$ cat src/verilog/torque_cutoff_pkg.sv
// Constants, types and state codes shared by the torque cutoff supervisor files.
// Assumes a single 25 MHz control clock and an active-low asynchronous reset.
// Behaviour
// - Either channel open removes switch gate enable
// - Ignore channel pulses up to 1 ms
// - Single channel loss always raises a fault
// - Code FA81 first channel, FA82 second
// - Configuration selects indication on channel loss
// - Separate indication settings for running, stopped
// - Configuration never alters the cutoff itself
// - No start until restored and faults reset
// - Start commands ignored while a channel open
// - Reset after restore only if configured
// - Restart needs a fresh start command
// - Single fault cleared by open, reset, close
package torque_cutoff_pkg;

  // ----------------------------------------------------------------
  // Timing
  // ----------------------------------------------------------------
  localparam int unsigned CLK_FREQ_KHZ  = 25000;
  localparam int unsigned FILT_TIME_US  = 1000;
  localparam int unsigned DISC_TIME_MS  = 200;
  localparam int unsigned FILT_CYC      = (FILT_TIME_US * CLK_FREQ_KHZ) / 1000;
  localparam int unsigned DISC_CYC      = DISC_TIME_MS * CLK_FREQ_KHZ;

  // ----------------------------------------------------------------
  // Fault codes and reset values
  // ----------------------------------------------------------------
  localparam logic [15:0] CODE_NONE     = 16'h0000;
  localparam logic [15:0] CODE_CHAN_A   = 16'hFA81;
  localparam logic [15:0] CODE_CHAN_B   = 16'hFA82;
  localparam logic [15:0] CODE_DUAL_DEF = 16'hF000; // Arbitrary value
  localparam logic        CHAN_RST      = 1'b0;     // Open is the safe reset view

  // ----------------------------------------------------------------
  // Types
  // ----------------------------------------------------------------
  typedef enum logic [1:0] {
    IND_NONE  = 2'h0,
    IND_EVENT = 2'h1,
    IND_WARN  = 2'h2,
    IND_FAULT = 2'h3
  } ind_sel_e;

  typedef struct packed {
    ind_sel_e run_sel;
    ind_sel_e stop_sel;
  } ind_cfg_s;

  typedef struct packed {
    logic event_p;
    logic warning;
    logic fault;
  } ind_s;

  typedef enum logic [2:0] {
    ST_IDLE = 3'b001,
    ST_RUN  = 3'b010,
    ST_CUT  = 3'b100
  } sup_state_e;

endpackage

$ cat src/verilog/torque_cutoff_supervisor.sv
// Top of the dual-channel safe_torque_disable supervisor.
// Assumes synchronous command inputs; channel pins are asynchronous contacts.
`timescale 1ns/100ps
module torque_cutoff_supervisor #(
  parameter int unsigned FILT_CYC  = torque_cutoff_pkg::FILT_CYC,
  parameter int unsigned DISC_CYC  = torque_cutoff_pkg::DISC_CYC,
  parameter logic [15:0] DUAL_CODE = torque_cutoff_pkg::CODE_DUAL_DEF
) (
  input  wire logic                         sys_clk,
  input  wire logic                         rstn,
  input  wire logic                         chan_a_in,
  input  wire logic                         chan_b_in,
  input  wire logic                         start_cmd,
  input  wire logic                         reset_cmd,
  input  wire torque_cutoff_pkg::ind_cfg_s  ind_cfg,
  output logic                              gate_enable_q,
  output logic                              running_q,
  output logic [15:0]                       fault_code_q,
  output torque_cutoff_pkg::ind_s           ind_q
);

  localparam int DW = $clog2(DISC_CYC + 1);

  logic                          chan_a;
  logic                          chan_b;
  logic                          both_closed;
  logic                          cut_evt;
  logic                          closed_prev_q;
  logic [DW-1:0]                 disc_cnt_q;
  logic [DW-1:0]                 disc_cnt_d;
  logic                          disc_hit;
  logic                          fa81_q;
  logic                          fa81_d;
  logic                          fa82_q;
  logic                          fa82_d;
  logic                          cfg_fault_q;
  logic                          cfg_fault_d;
  logic                          armed_q;
  logic                          armed_d;
  logic                          any_fault;
  torque_cutoff_pkg::ind_sel_e   sel;
  torque_cutoff_pkg::sup_state_e state_q;
  torque_cutoff_pkg::sup_state_e state_d;
  torque_cutoff_pkg::ind_s       ind_d;
  logic [15:0]                   code_d;

  // ----------------------------------------------------------------
  // Channel inputs
  // ----------------------------------------------------------------
  channel_filter #(.FILT_CYC(FILT_CYC)) u_filt_a (
    .sys_clk (sys_clk),
    .rstn    (rstn),
    .chan_in (chan_a_in),
    .chan_q  (chan_a)
  );

  channel_filter #(.FILT_CYC(FILT_CYC)) u_filt_b (
    .sys_clk (sys_clk),
    .rstn    (rstn),
    .chan_in (chan_b_in),
    .chan_q  (chan_b)
  );

  // Cut event fires when the pair leaves the both-closed condition
  assign both_closed = chan_a && chan_b;
  assign cut_evt     = closed_prev_q && !both_closed;
  assign any_fault   = fa81_q || fa82_q || cfg_fault_q;
  assign disc_hit    = (chan_a != chan_b) && (disc_cnt_q == DW'(DISC_CYC));
  assign sel         = (state_q == torque_cutoff_pkg::ST_RUN) ? ind_cfg.run_sel
                                                               : ind_cfg.stop_sel;

  // ----------------------------------------------------------------
  // Channel discrepancy and fault flags
  // ----------------------------------------------------------------
  // Discrepancy timer allows the partner's skew, then latches the fault
  always_comb begin
    disc_cnt_d  = '0;
    fa81_d      = fa81_q;
    fa82_d      = fa82_q;
    cfg_fault_d = cfg_fault_q;
    if (chan_a != chan_b && !disc_hit) begin
      disc_cnt_d = disc_cnt_q + DW'(1);
    end else if (disc_hit) begin
      disc_cnt_d = disc_cnt_q;
    end
    // Single fault clears only with both channels open
    if (reset_cmd && !chan_a && !chan_b) begin
      fa81_d = 1'b0;
      fa82_d = 1'b0;
    end
    // Configured fault clears on reset once the channels are restored
    if (reset_cmd && both_closed) begin
      cfg_fault_d = 1'b0;
    end
    // Setting wins over a same-cycle reset
    if (disc_hit && !chan_a) begin
      fa81_d = 1'b1;
    end
    if (disc_hit && !chan_b) begin
      fa82_d = 1'b1;
    end
    if (cut_evt && sel == torque_cutoff_pkg::IND_FAULT) begin
      cfg_fault_d = 1'b1;
    end
  end

  always_ff @(posedge sys_clk or negedge rstn) begin
    if (!rstn) begin
      disc_cnt_q    <= '0;
      fa81_q        <= 1'b0;
      fa82_q        <= 1'b0;
      cfg_fault_q   <= 1'b0;
      closed_prev_q <= 1'b0;
    end else begin
      disc_cnt_q    <= disc_cnt_d;
      fa81_q        <= fa81_d;
      fa82_q        <= fa82_d;
      cfg_fault_q   <= cfg_fault_d;
      closed_prev_q <= both_closed;
    end
  end

  // ----------------------------------------------------------------
  // Run control
  // ----------------------------------------------------------------
  // Start needs restored channels, no faults and a start seen low first
  always_comb begin
    state_d = state_q;
    armed_d = armed_q;
    if (!start_cmd) begin
      armed_d = 1'b1;
    end
    unique case (state_q)
      torque_cutoff_pkg::ST_IDLE: begin
        if (!both_closed) begin
          state_d = torque_cutoff_pkg::ST_CUT;
        end else if (start_cmd && armed_q && !any_fault) begin
          state_d = torque_cutoff_pkg::ST_RUN;
        end
      end
      torque_cutoff_pkg::ST_RUN: begin
        if (!both_closed) begin
          state_d = torque_cutoff_pkg::ST_CUT;
        end else if (!start_cmd || any_fault) begin
          state_d = torque_cutoff_pkg::ST_IDLE;
        end
      end
      torque_cutoff_pkg::ST_CUT: begin
        if (both_closed) begin
          state_d = torque_cutoff_pkg::ST_IDLE;
        end
      end
      default: begin
        state_d = torque_cutoff_pkg::ST_CUT;
      end
    endcase
    // A start held through a cut or a pending fault never counts as fresh
    if (state_d == torque_cutoff_pkg::ST_CUT || any_fault) begin
      armed_d = 1'b0;
    end
  end

  always_ff @(posedge sys_clk or negedge rstn) begin
    if (!rstn) begin
      state_q <= torque_cutoff_pkg::ST_CUT;
      armed_q <= 1'b0;
    end else begin
      state_q <= state_d;
      armed_q <= armed_d;
    end
  end

  // ----------------------------------------------------------------
  // Outputs
  // ----------------------------------------------------------------
  // Fault indication and fault code follow the next flag values
  always_comb begin
    ind_d.event_p = cut_evt && (sel == torque_cutoff_pkg::IND_EVENT);
    ind_d.warning = (ind_q.warning && !both_closed)
                    || (cut_evt && (sel == torque_cutoff_pkg::IND_WARN));
    ind_d.fault   = fa81_d || fa82_d || cfg_fault_d;
    if (fa81_d) begin
      code_d = torque_cutoff_pkg::CODE_CHAN_A;
    end else if (fa82_d) begin
      code_d = torque_cutoff_pkg::CODE_CHAN_B;
    end else if (cfg_fault_d) begin
      code_d = DUAL_CODE;
    end else begin
      code_d = torque_cutoff_pkg::CODE_NONE;
    end
  end

  always_ff @(posedge sys_clk or negedge rstn) begin
    if (!rstn) begin
      gate_enable_q <= 1'b0;
      running_q     <= 1'b0;
      fault_code_q  <= torque_cutoff_pkg::CODE_NONE;
      ind_q         <= '0;
    end else begin
      gate_enable_q <= (state_d == torque_cutoff_pkg::ST_RUN) && both_closed;
      running_q     <= (state_d == torque_cutoff_pkg::ST_RUN);
      fault_code_q  <= code_d;
      ind_q         <= ind_d;
    end
  end

  // ----------------------------------------------------------------
  // Assertions
  // ----------------------------------------------------------------
  property p_cutoff;
    @(posedge sys_clk) disable iff (!rstn)
      !both_closed |=> !gate_enable_q;
  endproperty
  a_cutoff: assert property (p_cutoff)
    else $error("gate enable held with a channel open");

  property p_single_fault;
    @(posedge sys_clk) disable iff (!rstn)
      ((chan_a != chan_b) && (disc_cnt_q == DW'(DISC_CYC))) |=> (fa81_q || fa82_q);
  endproperty
  a_single_fault: assert property (p_single_fault)
    else $error("single channel loss raised no fault");

  property p_code_a;
    @(posedge sys_clk) disable iff (!rstn)
      fa81_q |-> (fault_code_q == torque_cutoff_pkg::CODE_CHAN_A);
  endproperty
  a_code_a: assert property (p_code_a)
    else $error("first channel fault code wrong");

  property p_run_stops;
    @(posedge sys_clk) disable iff (!rstn)
      (state_q == torque_cutoff_pkg::ST_RUN && !both_closed)
        |=> (state_q == torque_cutoff_pkg::ST_CUT) ##1 !running_q;
  endproperty
  a_run_stops: assert property (p_run_stops)
    else $error("running drive did not stop on channel loss");

  property p_no_fault_start;
    @(posedge sys_clk) disable iff (!rstn)
      gate_enable_q |-> (!fa81_q && !fa82_q && !cfg_fault_q && $past(both_closed));
  endproperty
  a_no_fault_start: assert property (p_no_fault_start)
    else $error("output stage enabled with fault or open channel");

  property p_start_ignored;
    @(posedge sys_clk) disable iff (!rstn)
      (!both_closed && start_cmd) |=> (state_q != torque_cutoff_pkg::ST_RUN);
  endproperty
  a_start_ignored: assert property (p_start_ignored)
    else $error("start accepted with a channel open");

  property p_cfg_reset;
    @(posedge sys_clk) disable iff (!rstn)
      (cfg_fault_q && !reset_cmd) |=> cfg_fault_q;
  endproperty
  a_cfg_reset: assert property (p_cfg_reset)
    else $error("configured fault cleared without reset");

  property p_fresh_start;
    @(posedge sys_clk) disable iff (!rstn)
      $rose(running_q) |-> $past(armed_q);
  endproperty
  a_fresh_start: assert property (p_fresh_start)
    else $error("start from a stale start request");

  property p_single_clear;
    @(posedge sys_clk) disable iff (!rstn)
      (fa81_q && reset_cmd && !chan_a && !chan_b) |=> !fa81_q;
  endproperty
  a_single_clear: assert property (p_single_clear)
    else $error("single fault not cleared by reset with both open");

endmodule // torque_cutoff_supervisor

$ cat src/verilog/channel_filter.sv
// One safety input channel: synchroniser followed by a pulse filter.
// Assumes chan_in is asynchronous; output high means channel energized.
`timescale 1ns/100ps
module channel_filter #(
  parameter int unsigned FILT_CYC = torque_cutoff_pkg::FILT_CYC
) (
  input  wire logic sys_clk,
  input  wire logic rstn,
  input  wire logic chan_in,
  output logic      chan_q
);

  localparam int CW = $clog2(FILT_CYC + 1);

  logic          sync1_q;
  logic          sync2_q;
  logic [CW-1:0] cnt_q;
  logic [CW-1:0] cnt_d;
  logic          chan_d;

  // ----------------------------------------------------------------
  // Synchroniser
  // ----------------------------------------------------------------
  // Two flops; only the second is read downstream
  always_ff @(posedge sys_clk or negedge rstn) begin
    if (!rstn) begin
      sync1_q <= torque_cutoff_pkg::CHAN_RST;
      sync2_q <= torque_cutoff_pkg::CHAN_RST;
    end else begin
      sync1_q <= chan_in;
      sync2_q <= sync1_q;
    end
  end

  // ----------------------------------------------------------------
  // Pulse filter
  // ----------------------------------------------------------------
  // A new level is adopted only after FILT_CYC+1 steady samples
  always_comb begin
    cnt_d  = '0;
    chan_d = chan_q;
    if (sync2_q != chan_q) begin
      if (cnt_q == CW'(FILT_CYC)) begin
        chan_d = sync2_q;
      end else begin
        cnt_d = cnt_q + CW'(1);
      end
    end
  end

  always_ff @(posedge sys_clk or negedge rstn) begin
    if (!rstn) begin
      cnt_q  <= '0;
      chan_q <= torque_cutoff_pkg::CHAN_RST;
    end else begin
      cnt_q  <= cnt_d;
      chan_q <= chan_d;
    end
  end

  // Filtered level moves only after a full-length steady difference
  property p_filter_hold;
    @(posedge sys_clk) disable iff (!rstn)
      (chan_q != $past(chan_q)) |-> ($past(cnt_q) == CW'(FILT_CYC));
  endproperty
  a_filter_hold: assert property (p_filter_hold)
    else $error("filtered channel changed before filter time");

  // Synchronised level reaches the filter two edges after the pin
  property p_sync_depth;
    @(posedge sys_clk) disable iff (!rstn)
      ##2 (sync2_q == $past(chan_in, 2));
  endproperty
  a_sync_depth: assert property (p_sync_depth)
    else $error("synchroniser depth is not two stages");

endmodule // channel_filter

$ cat config.mk
export PLATFORM = sky130hd
export DESIGN_NAME = torque_cutoff_supervisor
export DESIGN_NICKNAME = d
export VERILOG_FILES = /design/src/verilog/torque_cutoff_pkg.sv /design/src/verilog/torque_cutoff_supervisor.sv /design/src/verilog/channel_filter.sv
export SDC_FILE = /design/constraint.sdc
export NUM_CORES = 1
export LEC_CHECK = 0
export BUFFER_PORTS_ARGS = -buffer_cell sky130_fd_sc_hd__clkbuf_2
export CAP_MARGIN = 20
export CORE_MARGIN = 5
export CORE_UTILIZATION = 55
export DETAILED_ROUTE_END_ITERATION = 8
export PLACE_DENSITY = 0.85
export RECOVER_POWER = 25
export SYNTH_ARGS = -nofsm -noshare
export SYNTH_HDL_FRONTEND = slang
export SYNTH_SLANG_ARGS = --single-unit
$ cat constraint.sdc
create_clock -name sys_clk -period 3.1 [get_ports sys_clk]
set_clock_uncertainty 0.2 [all_clocks]
set_input_delay 0.31 -clock sys_clk [delete_from_list [all_inputs] [get_ports sys_clk]]
set_output_delay 0.31 -clock sys_clk [all_outputs]
set_load 0.005 [all_outputs]
==> results of run 1 <==
-- layer usage --
| layer | GRT usage (%) | vias up | wire, µm |
|---|---|---|---|
| li1 | - | 1369 | - |
| met1 | 23.2 | 1361 | 3290 |
| met2 | 27.8 | 64 | 3270 |
| met3 | 3.86 | 12 | 275 |
| met4 | 9.16 | 0 | 155 |
| met5 | 0 | - | 0 |
-- final cells by class --
cell class / count / area share [%]
clock buffer: 11 / 3.44
timing repair buffer: 26 / 3.41
multi-input combinational: 274 / 42.6
tap: 80 / 2.44
sequential: 75 / 45.7
clock inverter: 5 / 0.944
inverter: 16 / 1.46
-- registers in the layout, indices dropped and copies added (netlist names), 3 cells and up --
signal	count
disc_cnt_q	23
fault_code_q	4
ind_q	3
state_q	3
u_filt_a.cnt_q	15
u_filt_b.cnt_q	15
-- worst max path at each step --
stage / cells past startpoint / slack [ps] / endpoint / from
2_1_floorplan: 6 / 970 / disc_cnt_q[20] / disc_cnt_q[0]
3_3_place_gp: 5 / 860 / disc_cnt_q[20] / disc_cnt_q[1]
3_5_place_dp: 5 / 710 / disc_cnt_q[20] / disc_cnt_q[1]
4_1_cts: 5 / 710 / disc_cnt_q[20] / disc_cnt_q[1]
5_1_grt: 2 / 440 / disc_cnt_q[12] / rstn
6_report: 5 / 700 / disc_cnt_q[20] / disc_cnt_q[1]
-- worst max-delay path: cells and delay by family, from the launching register on --
kind	cells	cell delay, ps
flip-flops	1	460
adder cells (fa/ha/maj)	1	260
AND/OR/NAND/NOR	3	1220
AO/OA/AOI/OAI	1	170
-- what timing repair did --
action                                 4_1_cts  5_1_grt
gates resized for setup                      0        0
buffers inserted                             0        0
endpoints found under the hold margin       76        0
hold buffers                                 3        0
-- synthesized netlist by cell type, types with 2 or more instances --
cell type / number
dfrtp_1: 74
nor2_1: 43
xnor2_1: 24
nand2_1: 22
nand3_1: 21
inv_1: 16
xor2_1: 15
buf_4: 14
o21ai_0: 13
nand4_1: 12
a21oi_1: 11
nor3_1: 11
nor4_1: 11
and3_1: 9
ha_1: 7
clkbuf_1: 6
nor3b_1: 6
or3_1: 6
nand2b_1: 5
mux2i_1: 4
and4_1: 3
and4b_1: 3
nor4b_1: 3
o211ai_1: 3
or4_1: 3
a31oi_1: 2
and2_1: 2
nand2_2: 2
nand3b_1: 2
nand4_2: 2
nand4bb_1: 2
o31a_1: 2
or4_4: 2
or4b_1: 2
-- logic make-up after synthesis --
kind of cell,count (synthesis),synth area share [%]
DFF,75,49.3
muxes,6,1.74
and+or+nand+nor,177,26.1
buffers and inverters,38,5.35
xor gates and xnor gates,39,8.97
adders and majority gates,7,2.30
AOI/OAI and AO/OA,38,6.17
other,1,0.0984
-- metrics by stage --
| step | utilization (%) | std cells |
|---|---|---|
| 2_1_floorplan | - | 387 |
| 3_3_place_gp | 57.8 | 468 |
| 3_5_place_dp | 57.8 | 468 |
| 4_1_cts | 60.9 | 487 |
| 5_1_grt | 60.8 | 487 |
| 6_report | 60.8 | 487 |
-- placed cells by master (no fill, tap or decap), drive strengths merged, types with 2 or more instances in the layout --
cell type	netlist	layout
a31oi	2	2
inv	16	16
nor4b	3	3
xor2	15	15
mux2	2	2
nand3	21	21
and2	2	2
or4b	2	2
nand2b	5	5
or4	5	5
or3	6	6
nand4	14	14
o211ai	3	3
o21ai	13	13
nor3	11	11
nor2	43	43
conb	1	7
dlygate4sd3	0	3
nor3b	6	6
o31a	2	2
and3	9	9
and4b	3	3
nand2	24	24
dfrtp	74	74
clkinvlp	0	4
a21oi	11	11
and4	3	3
nor4	11	11
ha	7	7
nand4bb	2	2
clkbuf	6	34
xnor2	24	24
nand3b	2	2
mux2i	4	4
-- power by group through the flow --
stage / Sequential, mW / Clock [mW] / Combinational, mW
global placement: 1.02 / 0 / 0.0555
detailed placement: 1.02 / 0 / 0.0584
global route: 0.999 / 0.737 / 0.0697
floorplan: 1.01 / 0 / 0.0342
finish: 0.997 / 0.668 / 0.0586
CTS: 0.997 / 0.687 / 0.0613
==> results.json, run 1 <==
{
  "status": "finished, violations left",
  "violations": "capacitance limit, slew limit",
  "fin_setup_tns_ps": 0,
  "seq_power_share_pct": 57.9,
  "fmax_mhz": 416,
  "path_cells": "ha_1 > nand3_1 > or3_1 > or4_1 > a21oi_1",
  "antenna_found_initial": 0,
  "worstMarginPinSlew_ps": 1740,
  "vias_per_cell": 5.76,
  "drtIter0Drc": 257,
  "synthDistinctLibCells": 52,
  "die_h_um": 93.2,
  "syn-cell-area_um2": 3810,
  "p_total_mw": 1.72,
  "multi_input_area_um2": 1750,
  "clockPowerShare_pct": 38.7,
  "wirelength_um": 6990,
  "grt_pass1_vias": 2701,
  "ys_seq_elements": 75,
  "finalCriticalPeriod_ps": 2400,
  "final-seq-area_um2": 1880,
  "dpl.hpwl_um": 4960,
  "end_kind": "flip-flop",
  "hold_depth": 3,
  "cp.required_ps": 3160,
  "r2r_end": "disc_cnt_q[20]",
  "post_drt_wl_per_cell_um": 14.4,
  "synth_top_flop_cell": "dfrtp_1",
  "gp_congestion": 0.846,
  "rr_startpoint": "disc_cnt_q[1]",
  "switching_share_pct": 23.5,
  "worstRegToRegCells": 5,
  "clk_path_buf_depth": 2,
  "max_stage_delay_ps": 510,
  "p_per_area_nw_per_um2": 420,
  "fp.dieW_um": 93.2,
  "irDropWorstVdd_mv": 0.226,
  "fp.coreArea_um2": 6760,
  "synth_cells": 381,
  "syn_to_final_growth_pct": 7.85,
  "cts_root_buf": "clkbuf_8",
  "clk_pin_slew_worst_paths_ps": 80,
  "leakage_nw": 1.76,
  "crit_type": "reg2reg",
  "p_sw_mw": 0.405,
  "cts_tree": "yes",
  "power.internal_mw": 1.32,
  "async_reset_ff_share_pct": 100,
  "yosysWarnings": 0,
  "final_area_um2": 4110,
  "initial_core_util_pct": 56.4,
  "synth-edff-count": 0,
  "track_usage_pct": 17.8,
  "synth_top_area_cell": "dfrtp_1",
  "cap_violations": 1,
  "maxSlewViolCount": 76,
  "rsz0062_at_grt": "false",
  "synth_top_cell_area_share_pct": 48.6,
  "nFillCells": 525,
  "portBuffers": 23,
  "rrSetupSlack_ps": 700,
  "fin_crit_sh_pct": 77.5,
  "setup_viol": 0,
  "worstPathArrival_ps": 2470,
  "die_area_um2": 8690,
  "final_nets": 419,
  "holdCritStartpoint": "ind_cfg[2]",
  "vias": 2806,
  "antenna_left": 0,
  "rows": 30,
  "hold_path_end": "ind_q[2]",
  "crit_fanout": 7,
  "hold_slack_ps": 108,
  "hold_class": "in2reg",
  "htree_levels": 3,
  "grt_pass1_wl_um": 12400,
  "syn_area_per_cell_um2": 10.0,
  "clock_latency_ps": 350,
  "slowest_stage": "or3_1",
  "hold_violations": 0,
  "n_antenna_cell": 0,
  "comb_power_share_pct": 3.4,
  "drc_errors": 0,
  "slew-limit-headroom_pct": -16.2,
  "startpoint_type": "flip-flop",
  "ioPinCount": 31,
  "grt_start_max_net_pins": 76,
  "first_pass_iters": 4,
  "setup_slack_ps": 697,
  "seq_area_frac_synth_pct": 49.3,
  "numCtsBuffers": 9,
  "place_area_um2": 3910,
  "netlist_top_cells_area": "dfrtp_1, xnor2_1, nor2_1, xor2_1, buf_4",
  "pre_cts_slack_ps": 710,
  "grt-ovfl-total": 0,
  "drive_gt1_share_pct": 11.1,
  "clock_sinks": 75
}
Power figures use the tool's default switching activity.
==> inputs of run 2 (changes only) <==
Settings changed: ABC_AREA set to 1.
Clock period 3.1 ns to 2.39 ns, I/O delays scaled along.
==> results.json, run 2 <==
{
  "status": "completed",
  "cts_root_buf": "clkbuf_8",
  "drc_errors": 0,
  "yosysMostFrequentCell": "nand2_1",
  "worst-path-buf-inv": 2,
  "clk_pin_slew_worst_paths_ps": 80,
  "gp_congestion": 0.851,
  "crit_fanout": 5,
  "end_kind": "flip-flop",
  "ys_seq_elements": 75,
  "grt_start_max_net_pins": 76,
  "clock_sinks": 75,
  "worstSetupStartpoint": "disc_cnt_q[0]",
  "synth_top_cell_area_share_pct": 46.8,
  "fmax_mhz": 547,
  "yosysWarnings": 0,
  "synth_cells": 484,
  "synth-edff-count": 0,
  "hold_violations": 0,
  "initial_core_util_pct": 55.4,
  "holdCritStartpoint": "reset_cmd",
  "startpoint_type": "flip-flop",
  "reg_top3": "disc_cnt_q: 23 flops, u_filt_a.cnt_q: 15 flops, u_filt_b.cnt_q: 15 flops",
  "finish.utilization_pct": 60.8,
  "path_cells": "inv_1 > ha_1 > inv_1 > nor2_1 > nand2_1 > nor2_2 > nand2_1 > nand2_1 > a21oi_1",
  "cts_tree": "yes",
  "synthDistinctLibCells": 36,
  "finalCriticalPeriod_ps": 1830,
  "numCtsBuffers": 9,
  "layout.cells.most_common": "nand2_1",
  "antenna_left": 0,
  "slew-limit-headroom_pct": 33.3,
  "portBuffers": 23,
  "rsz0062_at_grt": "false",
  "cap_violations": 0,
  "syn_to_final_growth_pct": 9.71,
  "post_drt_wl_per_cell_um": 12.3,
  "p_per_area_nw_per_um2": 520,
  "netlist_top_cells_area": "dfrtp_1, nand2_1, inv_1, nor2_1, nand3_1",
  "critPathTopFamily": "simple AND/OR/NAND/NOR gates",
  "grt_pass1_wl_um": 13300,
  "track_usage_pct": 18.8,
  "fin_crit_sh_pct": 76.5,
  "rows": 31,
  "htree_levels": 3,
  "irDropWorstVdd_mv": 0.419,
  "synth_top_flop_cell": "dfrtp_1",
  "grt-ovfl-total": 0,
  "cp.required_ps": 2430,
  "final_nets": 532,
  "postCtsSetupRepairBufs": 0,
  "drtIter0Drc": 194,
  "crit_type": "reg2reg",
  "async_reset_ff_share_pct": 100,
  "maxSlewViolCount": 0,
  "slowest_stage": "dfrtp_1",
  "die_h_um": 94.8,
  "n_antenna_cell": 0,
  "layout_common_cells": "nand2_1, dfrtp_1, inv_1",
  "dpl.hpwl_um": 5680,
  "seq_area_frac_synth_pct": 47.5,
  "largest_reg_flops": 23,
  "clk_path_buf_depth": 2,
  "syn_area_per_cell_um2": 8.17,
  "setup_viol": 0,
  "syn-cell-area_um2": 3960,
  "first_pass_iters": 5,
  "synth_top_area_cell": "dfrtp_1",
  "clock_latency_ps": 370,
  "leakage_nw": 2.06,
  "hold_class": "in2reg",
  "vias_per_cell": 5.16,
  "die_area_um2": 8990,
  "worstPathArrival_ps": 1870,
  "fp.dieW_um": 94.8,
  "path_common_cell": "nand2_1",
  "worstMarginPinSlew_ps": 1000,
  "antenna_found_initial": 0,
  "max_stage_delay_ps": 440,
  "cts_hold_buf": 4,
  "vias": 3196,
  "grt_pass1_vias": 3098,
  "drive_gt1_share_pct": 17.1,
  "wirelength_um": 7640,
  "fin_setup_tns_ps": 0,
  "synth.top_cells.by_count": "nand2_1, dfrtp_1, inv_1",
  "rr_startpoint": "disc_cnt_q[0]",
  "cts_resized": 0,
  "ioPinCount": 31,
  "regMostFlops": "disc_cnt_q",
  "fp.coreArea_um2": 7140
}
-- run 2: power breakdown --
group	internal, mW	total [mW]	switching (mW)
Combinational	0.0256	0.0809	0.0553
Clock	0.404	0.886	0.481
Sequential	1.28	1.29	0.0104
-- run 2: cell type report --
type                       count  area [µm²]
timing repair buffer          29         173
inverter                      77         289
sequential                    75        1880
fill                         603        2800
multi-input combinational    323        1710
clock buffer                  12         145
clock inverter                 4        26.3
tap                           99         124
-- run 2: stage by stage --
stage	power [mW]	hold slack (ps)	std cells	instance area [µm²]	setup WS, ps
floorplan	1.36	-257	490	3980	785
global placement	1.39	84.2	599	4140	680
detailed placement	1.40	88.9	599	4140	592
CTS	2.27	10.6	619	4350	581
global route	2.32	37.5	619	4340	405
finish	2.26	14.5	619	4340	562
-- run 2: worst paths after layout --
path | endpoint | slack, ps | cells after the start
max reg2reg | disc_cnt_q[0] | 560 | 9
min in group asynchronous | u_filt_b.cnt_q[8] | 510 | 3
max in group asynchronous | disc_cnt_q[0] | 830 | 3
max | disc_cnt_q[0] | 560 | 9
min | cfg_fault_q | 10 | 4
min reg2reg | u_filt_a.sync2_q | 150 | 0
-- run 2: worst register-to-register path, delay by kind of cell (launching register included) --
kind,cells,cell delay (ps)
buf+inv,2,180
flops,1,440
compound gates,1,90
simple gates,5,670
fa+ha+maj,1,160
-- run 2: cells by family (layout without fill, tap and decap cells) --
group	Yosys count	count (layout)	synth area share, %
buf+inv	92	122	9.99
other cells	1	7	0.0948
compound gates	49	49	6.74
simple gates	251	251	31.5
flops	75	75	47.5
xor+xnor	9	9	1.99
fa+ha+maj	7	7	2.21
-- run 2: metal layers --
metal | part of all wire [%] | routed length, µm | GRT usage [%] | vias to the layer above
met4 | 2.2 | 170 | 9.86 | 0
met3 | 4.7 | 361 | 4.06 | 15
met5 | 0 | 0 | 0 | -
met2 | 49 | 3720 | 32.2 | 82
li1 | - | - | - | 1574
met1 | 44 | 3380 | 22.1 | 1525
